--- src/csw_regs.svh ---
// Register map, field positions, reset values and sizes of the channel and sync-word block
`ifndef CSW_REGS_SVH
`define CSW_REGS_SVH

// ----------------------------------------------------------------
// Device register offsets
// ----------------------------------------------------------------
`define CSW_ADDR_W            12
`define CSW_OFF_CTRL          12'h200
`define CSW_OFF_STATUS        12'h201
`define CSW_OFF_CHAN          12'h209
`define CSW_OFF_SYNC          12'h20F
`define CSW_OFF_THRESH        12'h210

// ----------------------------------------------------------------
// Device reset values
// ----------------------------------------------------------------
`define CSW_RST_CTRL          8'h04
`define CSW_RST_CHAN          8'h03
`define CSW_RST_SYNC          8'h00
`define CSW_RST_THRESH        8'h03

// ----------------------------------------------------------------
// Field positions
// ----------------------------------------------------------------
`define CSW_CHAN_LOWER        0
`define CSW_CHAN_UPPER        1
`define CSW_CHAN_SINGLE       2
`define CSW_CHAN_MASK         8'h07
`define CSW_CTRL_LINK         0
`define CSW_CTRL_CAL          1
`define CSW_CTRL_FMT          2
`define CSW_CTRL_MASK         8'h07
`define CSW_CTRL_STOP_MASK    8'hFC
`define CSW_SYNC_MASK         8'h03
`define CSW_SYNC_CRC          2'h0
`define CSW_SYNC_FEC          2'h2
`define CSW_CRC_POLY          12'h80F

// ----------------------------------------------------------------
// Sample and frame sizes
// ----------------------------------------------------------------
`define CSW_SAMPLE_W          12
`define CSW_CHANNELS          4
`define CSW_FRAME_W           48
`define CSW_SYNC_W            32
`define CSW_FULL_LANES        8
`define CSW_FULL_CONV         4
`define CSW_FIFO_DEPTH        32

// ----------------------------------------------------------------
// Controller register offsets
// ----------------------------------------------------------------
`define CSW_SW_ADDR_W         4
`define CSW_SW_CFG_CHAN       4'h0
`define CSW_SW_CFG_SYNC       4'h1
`define CSW_SW_CFG_CTRL       4'h2
`define CSW_SW_CMD            4'h3
`define CSW_SW_STATUS         4'h4
`define CSW_SW_READBACK       4'h5
`define CSW_SW_CMD_APPLY      0
`define CSW_SW_ST_BUSY        0
`define CSW_SW_ST_REFUSED     1

`endif

--- src/csw_pkg.sv ---
// Types shared by both ends of the channel and sync-word link
`default_nettype none
`include "csw_regs.svh"

package csw_pkg;
   typedef logic [`CSW_ADDR_W-1:0]    csw_addr_t;
   typedef logic [7:0]                csw_byte_t;
   typedef logic [`CSW_FRAME_W-1:0]   csw_frame_t;
   typedef logic [`CSW_SYNC_W-1:0]    csw_sync_t;
   typedef logic [`CSW_SW_ADDR_W-1:0] csw_sw_addr_t;

   typedef enum logic [2:0] {
      CSW_H_IDLE,
      CSW_H_CHAN,
      CSW_H_SYNC,
      CSW_H_START,
      CSW_H_READ,
      CSW_H_WAIT,
      CSW_H_CATCH
   } csw_host_state_t;
endpackage : csw_pkg

`default_nettype wire

--- src/csw_link_if.sv ---
// Carrier between the converter end and the link receiver end
`default_nettype none

interface csw_link_if;
   import csw_pkg::*;

   csw_addr_t  regAddr;
   csw_byte_t  regWdata;
   logic       regWrite;
   logic       regRead;
   csw_byte_t  regRdata;
   logic       frameValid;
   logic       frameReady;
   csw_frame_t frameData;
   csw_sync_t  frameSync;
   logic [3:0] laneCount;
   logic [2:0] convCount;
   logic       tailPad;

   modport dev (
      input  regAddr, regWdata, regWrite, regRead, frameReady,
      output regRdata, frameValid, frameData, frameSync, laneCount, convCount, tailPad
   );
   modport host (
      output regAddr, regWdata, regWrite, regRead, frameReady,
      input  regRdata, frameValid, frameData, frameSync, laneCount, convCount, tailPad
   );
endinterface : csw_link_if

`default_nettype wire

--- src/csw_device.sv ---
// Converter end: channel-pair configuration and frame builder
`default_nettype none
`include "csw_regs.svh"

// ----------------------------------------------------------------
// Converter end
// ----------------------------------------------------------------
module csw_device #(
   parameter int FULL_LANES = `CSW_FULL_LANES,
   parameter int FULL_CONV  = `CSW_FULL_CONV,
   parameter int FIFO_DEPTH = `CSW_FIFO_DEPTH
) (
   // Clock and reset
   input  wire logic                ref_clk,
   input  wire logic                reset_n,
   // Sample input, four channels, A in the low bits
   input  wire logic                sampleValid,
   output logic                     sampleReady,
   input  wire csw_pkg::csw_frame_t sampleData,
   // Link side
   csw_link_if.dev                  link
);
   import csw_pkg::*;

   csw_byte_t  ctrlReg;
   csw_byte_t  chanReg;
   csw_byte_t  syncReg;
   csw_byte_t  threshReg;
   csw_byte_t  rdData;
   csw_byte_t  next_ctrlReg;
   csw_byte_t  next_chanReg;
   csw_byte_t  next_syncReg;
   csw_byte_t  next_threshReg;
   csw_byte_t  next_rdData;
   logic       fifoValid;
   logic       fifoPop;
   csw_frame_t fifoData;
   logic       outValid;
   csw_frame_t outData;
   csw_sync_t  outSync;
   logic       next_outValid;
   csw_frame_t next_outData;
   csw_sync_t  next_outSync;
   logic [3:0] chanMask;
   logic       pairOff;
   logic [3:0] lanes;
   logic [2:0] convs;

   // Active channel mask {D,C,B,A} from the channel-pair register
   function automatic logic [3:0] activeMask(input csw_byte_t c);
      logic [3:0] m;
      m = '0;
      if (c[`CSW_CHAN_SINGLE]) begin
         m = 4'h1;
      end else begin
         m[3:2] = {2{c[`CSW_CHAN_UPPER]}};
         m[1:0] = {2{c[`CSW_CHAN_LOWER]}};
      end
      return m;
   endfunction : activeMask

   // Compacts active channels into the lowest frame slots
   function automatic csw_frame_t packFrame(input csw_frame_t s, input logic [3:0] m);
      csw_frame_t r;
      int         k;
      r = '0;
      k = 0;
      for (int i = 0; i < `CSW_CHANNELS; i++) begin
         if (m[i]) begin
            r[k*`CSW_SAMPLE_W +: `CSW_SAMPLE_W] = s[i*`CSW_SAMPLE_W +: `CSW_SAMPLE_W];
            k++;
         end
      end
      return r;
   endfunction : packFrame

   function automatic logic [11:0] crc12(input csw_frame_t d);
      logic [11:0] c;
      c = '0;
      for (int i = `CSW_FRAME_W - 1; i >= 0; i--) begin
         c = {c[10:0], 1'b0} ^ ((c[11] ^ d[i]) ? `CSW_CRC_POLY : 12'h000);
      end
      return c;
   endfunction : crc12

   // Folded parity; a stand-in for the full FEC code
   function automatic logic [25:0] fecParity(input csw_frame_t d);
      logic [25:0] p;
      p = d[25:0] ^ {4'h0, d[47:26]};
      return p;
   endfunction : fecParity

   // ----------------------------------------------------------------
   // Link configuration
   // ----------------------------------------------------------------
   assign chanMask = activeMask(chanReg);
   assign pairOff  = (chanMask != 4'hF);

   always_comb begin
      lanes = pairOff ? 4'((FULL_LANES + 1) / 2) : 4'(FULL_LANES);
      if (chanReg[`CSW_CHAN_SINGLE]) begin
         convs = 3'h1;
      end else if (pairOff) begin
         convs = 3'(FULL_CONV / 2);
      end else begin
         convs = 3'(FULL_CONV);
      end
   end

   assign link.laneCount = lanes;
   assign link.convCount = convs;
   // tail pad when a pair is off and the full lane count is odd
   assign link.tailPad   = pairOff && (FULL_LANES % 2 == 1);

   // ----------------------------------------------------------------
   // Register file
   // ----------------------------------------------------------------
   always_comb begin
      next_ctrlReg   = ctrlReg;
      next_chanReg   = chanReg;
      next_syncReg   = syncReg;
      next_threshReg = threshReg;
      next_rdData    = '0;
      // every byte stored whole and read back
      if (link.regWrite) begin
         if (link.regAddr == `CSW_OFF_CTRL) begin
            next_ctrlReg = link.regWdata;
         end else if (link.regAddr == `CSW_OFF_CHAN) begin
            next_chanReg = link.regWdata;
         end else if (link.regAddr == `CSW_OFF_SYNC) begin
            next_syncReg = link.regWdata;
         end else if (link.regAddr == `CSW_OFF_THRESH) begin
            next_threshReg = link.regWdata;
         end
      end
      if (link.regRead) begin
         if (link.regAddr == `CSW_OFF_CTRL) begin
            next_rdData = ctrlReg;
         end else if (link.regAddr == `CSW_OFF_STATUS) begin
            next_rdData = {link.tailPad, convs, lanes};
         end else if (link.regAddr == `CSW_OFF_CHAN) begin
            next_rdData = chanReg;
         end else if (link.regAddr == `CSW_OFF_SYNC) begin
            next_rdData = syncReg;
         end else if (link.regAddr == `CSW_OFF_THRESH) begin
            next_rdData = threshReg;
         end
      end
   end

   always_ff @(posedge ref_clk or negedge reset_n) begin
      if (!reset_n) begin
         ctrlReg   <= `CSW_RST_CTRL;
         chanReg   <= `CSW_RST_CHAN;
         syncReg   <= `CSW_RST_SYNC;
         threshReg <= `CSW_RST_THRESH;
         rdData    <= '0;
      end else begin
         ctrlReg   <= next_ctrlReg;
         chanReg   <= next_chanReg;
         syncReg   <= next_syncReg;
         threshReg <= next_threshReg;
         rdData    <= next_rdData;
      end
   end

   assign link.regRdata = rdData;

   // ----------------------------------------------------------------
   // Sample path
   // ----------------------------------------------------------------
   csw_fifo #(
      .WIDTH (`CSW_FRAME_W),
      .DEPTH (FIFO_DEPTH)
   ) csw_fifo_inst (
      .ref_clk  (ref_clk),
      .reset_n  (reset_n),
      .inValid  (sampleValid),
      .inReady  (sampleReady),
      .inData   (sampleData),
      .outValid (fifoValid),
      .outReady (fifoPop),
      .outData  (fifoData)
   );

   // Link off holds samples back; the FIFO then fills and stalls the source
   assign fifoPop = ctrlReg[`CSW_CTRL_LINK] && (!outValid || link.frameReady);

   always_comb begin
      next_outValid = outValid;
      next_outData  = outData;
      next_outSync  = outSync;
      if (link.frameReady) begin
         next_outValid = 1'b0;
      end
      if (fifoPop && fifoValid) begin
         next_outValid = 1'b1;
         // C,D move into A,B slots when lower pair off
         next_outData  = packFrame(fifoData, chanMask);
         next_outSync  = '0;
         // sync word only in 64b/66b format
         if (ctrlReg[`CSW_CTRL_FMT]) begin
            // code picks CRC-12 or FEC, reserved sends zero
            if (syncReg[1:0] == `CSW_SYNC_CRC) begin
               next_outSync = {crc12(packFrame(fifoData, chanMask)), 20'h00000};
            end else if (syncReg[1:0] == `CSW_SYNC_FEC) begin
               next_outSync = {fecParity(packFrame(fifoData, chanMask)), 6'h00};
            end
         end
      end
   end

   always_ff @(posedge ref_clk or negedge reset_n) begin
      if (!reset_n) begin
         outValid <= 1'b0;
         outData  <= '0;
         outSync  <= '0;
      end else begin
         outValid <= next_outValid;
         outData  <= next_outData;
         outSync  <= next_outSync;
      end
   end

   assign link.frameValid = outValid;
   assign link.frameData  = outData;
   assign link.frameSync  = outSync;
endmodule : csw_device

`default_nettype wire

--- src/csw_host.sv ---
// Link receiver end and the sample FIFO of the converter end
//
// Added by the designer: the strobed register port.
`default_nettype none
`include "csw_regs.svh"


// ----------------------------------------------------------------
// Sample FIFO
// ----------------------------------------------------------------
module csw_fifo #(
   parameter int WIDTH = `CSW_FRAME_W,
   parameter int DEPTH = `CSW_FIFO_DEPTH
) (
   // Clock and reset
   input  wire logic             ref_clk,
   input  wire logic             reset_n,
   // Fill side
   input  wire logic             inValid,
   output logic                  inReady,
   input  wire logic [WIDTH-1:0] inData,
   // Drain side
   output logic                  outValid,
   input  wire logic             outReady,
   output logic [WIDTH-1:0]      outData
);
   localparam int AW = $clog2(DEPTH);

   logic [WIDTH-1:0] mem [DEPTH];
   logic [AW-1:0]    wrPtr;
   logic [AW-1:0]    rdPtr;
   logic [AW:0]      fill;
   logic [AW-1:0]    next_wrPtr;
   logic [AW-1:0]    next_rdPtr;
   logic [AW:0]      next_fill;
   logic             doPush;
   logic             doPop;

   assign inReady  = (fill != (AW+1)'(DEPTH));
   assign outValid = (fill != '0);
   assign outData  = mem[rdPtr];
   assign doPush   = inValid && inReady;
   assign doPop    = outValid && outReady;

   always_comb begin
      next_wrPtr = doPush ? ((wrPtr == AW'(DEPTH-1)) ? '0 : wrPtr + 1'b1) : wrPtr;
      next_rdPtr = doPop ? ((rdPtr == AW'(DEPTH-1)) ? '0 : rdPtr + 1'b1) : rdPtr;
      next_fill  = fill + (AW+1)'(doPush) - (AW+1)'(doPop);
   end

   always_ff @(posedge ref_clk or negedge reset_n) begin
      if (!reset_n) begin
         wrPtr <= '0;
         rdPtr <= '0;
         fill  <= '0;
      end else begin
         wrPtr <= next_wrPtr;
         rdPtr <= next_rdPtr;
         fill  <= next_fill;
      end
   end

   // Storage has no reset on purpose: contents are gated by fill
   always_ff @(posedge ref_clk) begin
      if (doPush) begin
         mem[wrPtr] <= inData;
      end
   end
endmodule : csw_fifo

`default_nettype wire

--- src/flat_wrapper.sv ---
// flat-port wrapper written by rule: the top's interface ports become plain ports
module csw_device_flat import csw_pkg::*;
#(
   parameter int FULL_LANES = `CSW_FULL_LANES,
   parameter int FULL_CONV  = `CSW_FULL_CONV,
   parameter int FIFO_DEPTH = `CSW_FIFO_DEPTH
)
  (ref_clk, reset_n, sampleValid, sampleReady, sampleData, link_regAddr, link_regWdata, link_regWrite, link_regRead, link_frameReady, link_regRdata, link_frameValid, link_frameData, link_frameSync, link_laneCount, link_convCount, link_tailPad);
  csw_link_if link_i ();
  input  wire logic ref_clk;
  input  wire logic reset_n;
  input  wire logic sampleValid;
  output logic sampleReady;
  input  wire csw_pkg::csw_frame_t sampleData;
  input wire logic [$bits(link_i.regAddr)-1:0] link_regAddr;
  input wire logic [$bits(link_i.regWdata)-1:0] link_regWdata;
  input wire logic [$bits(link_i.regWrite)-1:0] link_regWrite;
  input wire logic [$bits(link_i.regRead)-1:0] link_regRead;
  input wire logic [$bits(link_i.frameReady)-1:0] link_frameReady;
  output wire logic [$bits(link_i.regRdata)-1:0] link_regRdata;
  output wire logic [$bits(link_i.frameValid)-1:0] link_frameValid;
  output wire logic [$bits(link_i.frameData)-1:0] link_frameData;
  output wire logic [$bits(link_i.frameSync)-1:0] link_frameSync;
  output wire logic [$bits(link_i.laneCount)-1:0] link_laneCount;
  output wire logic [$bits(link_i.convCount)-1:0] link_convCount;
  output wire logic [$bits(link_i.tailPad)-1:0] link_tailPad;
  assign link_i.regAddr = link_regAddr;
  assign link_i.regWdata = link_regWdata;
  assign link_i.regWrite = link_regWrite;
  assign link_i.regRead = link_regRead;
  assign link_i.frameReady = link_frameReady;
  assign link_regRdata = link_i.regRdata;
  assign link_frameValid = link_i.frameValid;
  assign link_frameData = link_i.frameData;
  assign link_frameSync = link_i.frameSync;
  assign link_laneCount = link_i.laneCount;
  assign link_convCount = link_i.convCount;
  assign link_tailPad = link_i.tailPad;
  csw_device #(.FULL_LANES(FULL_LANES), .FULL_CONV(FULL_CONV), .FIFO_DEPTH(FIFO_DEPTH)) u_core (.ref_clk(ref_clk), .reset_n(reset_n), .sampleValid(sampleValid), .sampleReady(sampleReady), .sampleData(sampleData), .link(link_i));
endmodule
--- config.mk ---
export PLATFORM = sky130hd
export DESIGN_NAME = csw_device_flat
export DESIGN_NICKNAME = d
export VERILOG_FILES = /design/src/csw_pkg.sv /design/src/csw_link_if.sv /design/src/csw_device.sv /design/src/csw_host.sv /design/src/flat_wrapper.sv
export VERILOG_INCLUDE_DIRS = /design/src /design/src/src
export SDC_FILE = /design/constraint.sdc
export NUM_CORES = 2
export LEC_CHECK = 0
export ABC_AREA = 1
export BUFFER_PORTS_ARGS = -buffer_cell sky130_fd_sc_hd__buf_4
export CAP_MARGIN = 20
export CORE_AREA = 5 5 522 395
export CTS_CLUSTER_DIAMETER = 30
export CTS_CLUSTER_SIZE = 10
export DETAILED_ROUTE_END_ITERATION = 10
export DIE_AREA = 0 0 527 400
export PLACE_DENSITY = 0.55
export SLEW_MARGIN = 20
export SYNTH_ARGS = -nofsm -noshare
export SYNTH_HDL_FRONTEND = slang
export SYNTH_SLANG_ARGS = --single-unit
--- constraint.sdc ---
create_clock -name ref_clk -period 10.1 [get_ports ref_clk]
set_clock_uncertainty 0.15 [all_clocks]
set_input_delay 2.525 -clock ref_clk [delete_from_list [all_inputs] [get_ports ref_clk]]
set_output_delay 2.525 -clock ref_clk [all_outputs]
set_load 0.02 [all_outputs]
==> flow_metrics.tcl <==
set metrics [dict create \
    status "finished clean" \
    crit_required_ns 10.62 \
    cellPowerDensity_mw_per_mm2 236.3 \
    drt-vias-per-instance 5.410 \
    timing.critical_path.to_type "flip-flop" \
    grt_overall_usage_pct 20.33 \
    clk_latency_ns 0.83 \
    ctsHoldBuffers 0 \
    fin_nets 6015 \
    unrepaired_setup_endpoints_after_global_routing "false" \
    worst-path-buf-inv 6 \
    cts-root-buf "sky130_fd_sc_hd__clkbuf_16" \
    grt_first_pass_wirelength_mm 319.1 \
    floorplan.initialDensity_pct 34.74 \
    compound_gate_portion_of_the_synthesized_area_pct 10.01 \
    syn2layout_area_growth_pct 18.69 \
    grt-ovfl-total 0 \
    worstMarginPinSlew_ns 1.209 \
    internal_cell_power_mw 14.58 \
    synth_seq_cells 1667 \
    clk_pin_slew_ns 0.04 \
    synth_fa_ha_area_share_pct 0.4051 \
    synth_sequential_area_ratio_pct 70.79 \
    period_share_pct 79.52 \
    worst_slack_ns 2.069 \
    power.share.switching_pct 25.54 \
    max-cap-violations 0 \
    final_antenna_net_count 0 \
    die_h_um 400 \
    detailroute.via_count 47730 \
    synth-edff-count 1536 \
    critical-path-top-cell-by-count "sky130_fd_sc_hd__nand2_1" \
    timing.critical_path.arrival_ns 8.55 \
    finalWeightedCongestion 0.9091 \
    synthDistinctLibCells 59 \
    timing.final.hold_violations 0 \
    netlist_area_mm2 0.06979 \
    htree_levels 5 \
    cts_tree "yes" \
    power.combinational.fraction_pct 10.3 \
    timing.rr.start "u_core.chanReg[2]" \
    netlist_instances 5736 \
    wirelength_per_cell_um 25.10 \
    post_cts.repair.setup_buffers 0 \
    yosys.area_share.simple_pct 13.13 \
    io_pins 172 \
    max-slew-margin-rel_pct 19.38 \
    synth_top_family_by_area "simple AND/OR/NAND/NOR gates" \
    drtPass1Iterations 6 \
    std_cell_rows 143 \
    cts-buffers-inserted 286 \
    grt_pass1_vias 45280 \
    critPathTopFamily "simple AND/OR/NAND/NOR gates" \
    core_mm2 0.2009 \
    yosys.area_share.xor_xnor_pct 1.025 \
    detailed_place_hpwl_mm 116.5 \
    finalMaxSlewViolations 0 \
    critPathKind "flip-flop to flip-flop" \
    ctsLongestPathBuffers 4 \
    highest_clock_rate_ghz 0.1245 \
    grt_antenna_before_repair 12 \
    startpoint_kind_of_the_worst_setup_timing_path "flip-flop" \
    port-buffer-count 162 \
    final_period_minus_worst_setup_slack_ns 8.031 \
    dominantRegCellSynth "sky130_fd_sc_hd__edfxtp_1" \
    fin_tns_setup_ns 0 \
    dp_slack_ns 2.250 \
    p_switching_mw 5.000 \
    drt_drc_violations_left 0 \
    grt_max_degree 276 \
    holdCritStartpoint "u_core.link.frameSync[13]" \
    report.final.setup_viol 0 \
    dr.first_iter.drc_count 5753 \
    synthesis.yosys.warnings 0 \
    path_max_fanout 22 \
    power.clock.fraction_pct 48.8 \
    dieArea_mm2 0.2108 \
    power_leakage_nw 29.11 \
    post_synth_mux_area_share_pct 0 \
    syn-mean-instance-area_um2 12.17 \
    die_width_um 527 \
    p_seq_share_pct 40.9 \
    cts_sinks 1667 \
    critical-path-max-stage-delay_ns 0.60 \
    critical-path-slowest-cell "sky130_fd_sc_hd__dfrtp_1" \
    postSynth.asyncResetShare_pct 7.858 \
    critPathLaunch "u_core.chanReg[2]" \
    finalWirelength_mm 221.5 \
    hp-class "flip-flop to flip-flop" \
    cts_resized 0 \
    layout_cells_sized_above_1_pct 14.05 \
    worst_ir_drop_vdd_mv 0.1430 \
]
-- layer usage --
metal	vias up	share of wire [%]	global-route usage [%]	routed length, um
met3	402	8.8	4.127	19420
met5	-	0.019	0	41
met4	6	2.8	5.914	6228
met1	23890	44	29.60	97640
met2	2211	44	30.84	98120
li1	21220	-	-	-
-- cells by family after synthesis --
| kind of cell | count (synthesis) |
|---|---|
| buffers and inverters | 651 |
| XOR/XNOR | 74 |
| AO/OA/AOI/OAI | 1161 |
| flip-flops | 1667 |
| AND/OR/NAND/NOR | 2159 |
| other | 2 |
| adder cells (fa/ha/maj) | 22 |
-- power groups by stage --
stage / registers, mW / clock network (mW) / logic [mW]
after floorplan: 8.12 / 0 / 1.20
after global placement: 8.13 / 0 / 1.98
after detailed placement: 8.13 / 0 / 2.00
after CTS: 8.01 / 9.66 / 2.01
after global routing: 8.02 / 10.0 / 2.19
final: 8.01 / 9.55 / 2.02
-- cell type report --
class                      count  area [um^2]
clock buffer                 345         7642
sequential                  1667        49420
clock inverter               161         1834
inverter                     282         1111
antenna                        4        10.01
tap                         2682         3356
multi-input combinational   3426        17420
fill                       18670       118100
timing repair buffer         256         2038
-- placed cells by master, fill, tap and decap left out, types with 20 or more instances in the layout --
cell type | Yosys | routed
sky130_fd_sc_hd__xor2_1 | 46 | 46
sky130_fd_sc_hd__inv_1 | 245 | 244
sky130_fd_sc_hd__edfxtp_1 | 1536 | 1536
sky130_fd_sc_hd__bufinv_16 | 0 | 30
sky130_fd_sc_hd__a31oi_1 | 22 | 22
sky130_fd_sc_hd__nor2_1 | 678 | 650
sky130_fd_sc_hd__clkinv_2 | 0 | 35
sky130_fd_sc_hd__buf_4 | 53 | 246
sky130_fd_sc_hd__clkbuf_16 | 0 | 297
sky130_fd_sc_hd__o211ai_1 | 32 | 32
sky130_fd_sc_hd__ha_1 | 21 | 21
sky130_fd_sc_hd__nand2_1 | 829 | 828
sky130_fd_sc_hd__dfrtp_1 | 126 | 121
sky130_fd_sc_hd__o21ai_0 | 652 | 651
sky130_fd_sc_hd__or2_2 | 35 | 35
sky130_fd_sc_hd__a21oi_1 | 45 | 45
sky130_fd_sc_hd__clkinvlp_4 | 0 | 25
sky130_fd_sc_hd__clkbuf_1 | 134 | 45
sky130_fd_sc_hd__inv_2 | 29 | 29
sky130_fd_sc_hd__o21ai_1 | 83 | 84
sky130_fd_sc_hd__a32o_1 | 20 | 20
sky130_fd_sc_hd__clkinv_4 | 0 | 23
sky130_fd_sc_hd__o221ai_1 | 211 | 211
sky130_fd_sc_hd__nor2_4 | 2 | 30
sky130_fd_sc_hd__nand3_1 | 543 | 543
sky130_fd_sc_hd__clkinv_1 | 6 | 27
sky130_fd_sc_hd__o22ai_1 | 72 | 72
sky130_fd_sc_hd__nand2_2 | 20 | 20
-- cell usage after synthesis, types with 6 or more instances --
cell type                  count  share of area, %
sky130_fd_sc_hd__dfrtp_1     126               4.5
sky130_fd_sc_hd__nand2_1     829               4.5
sky130_fd_sc_hd__buf_1        14             0.075
sky130_fd_sc_hd__nand4_1       9             0.081
sky130_fd_sc_hd__xnor2_1      19              0.24
sky130_fd_sc_hd__buf_6        44              0.71
sky130_fd_sc_hd__o21ai_0     652               4.7
sky130_fd_sc_hd__nor3_1       10             0.072
sky130_fd_sc_hd__o21ai_1      83              0.60
sky130_fd_sc_hd__xor2_1       46              0.58
sky130_fd_sc_hd__inv_2        29              0.16
sky130_fd_sc_hd__a21oi_1      45              0.32
sky130_fd_sc_hd__o311ai_0      6             0.075
sky130_fd_sc_hd__nor2_1      678               3.6
sky130_fd_sc_hd__inv_1       245               1.3
sky130_fd_sc_hd__buf_8         9              0.19
sky130_fd_sc_hd__clkinv_1      6             0.032
sky130_fd_sc_hd__ha_1         21              0.38
sky130_fd_sc_hd__nand3_2      11              0.16
sky130_fd_sc_hd__nand2_2      20              0.18
sky130_fd_sc_hd__or2_2        35              0.31
sky130_fd_sc_hd__buf_2       113              0.81
sky130_fd_sc_hd__buf_4        53              0.57
sky130_fd_sc_hd__a32o_1       20              0.29
sky130_fd_sc_hd__a31oi_1      22              0.20
sky130_fd_sc_hd__clkbuf_1    134              0.72
sky130_fd_sc_hd__edfxtp_1   1536                66
sky130_fd_sc_hd__o22ai_1      72              0.65
sky130_fd_sc_hd__o211ai_1     32              0.34
sky130_fd_sc_hd__nand3_1     543               3.9
sky130_fd_sc_hd__o221ai_1    211               2.6
-- worst reg2reg max path: cells and delay by family, from the launching register on --
kind,cells,cell delay [ns]
adders and majority gates,2,0.60
buffers and inverters,6,0.98
DFF,1,0.60
and+or+nand+nor,53,5.16
AOI/OAI and AO/OA,1,0.40
-- flip-flops by register name (all words and copies together) (netlist names) --
name / cells
u_core.csw_fifo_inst.mem: 1536
u_core.link.frameData: 48
u_core.link.frameSync: 26
u_core.chanReg: 8
u_core.ctrlReg: 8
u_core.link.regRdata: 8
u_core.syncReg: 8
u_core.threshReg: 8
u_core.csw_fifo_inst.fill: 6
u_core.csw_fifo_inst.rdPtr: 5
u_core.csw_fifo_inst.wrPtr: 5
u_core.link.frameValid: 1
-- through the flow --
| stage | power [mW] | cell area (um^2) | instances | utilization (%) | hold WS (ns) |
|---|---|---|---|---|---|
| global route | 20.23 | 82830 | 8820 | 41.23 | 0.3500 |
| detailed placement | 10.14 | 73350 | 8313 | 36.51 | 0.3187 |
| global placement | 10.11 | 73350 | 8313 | 36.51 | 0.3135 |
| CTS | 19.68 | 82830 | 8819 | 41.22 | 0.3340 |
| floorplan | 9.321 | 69820 | 5744 | - | 0.2979 |
| finish | 19.58 | 82840 | 8823 | 41.23 | 0.3315 |
-- worst paths after layout --
path	to	slack, ns	depth (start not counted)
max	u_core.link.frameSync[31]	2.07	62
min	u_core.link.frameSync[13]	0.33	2
max reg2reg	u_core.link.frameSync[31]	2.07	62
min reg2reg	u_core.link.frameSync[13]	0.33	2
max in group asynchronous	u_core.csw_fifo_inst.fill[4]	6.82	2
min in group asynchronous	u_core.link.frameSync[11]	1.60	1
(Power assumes the default switching activity.)
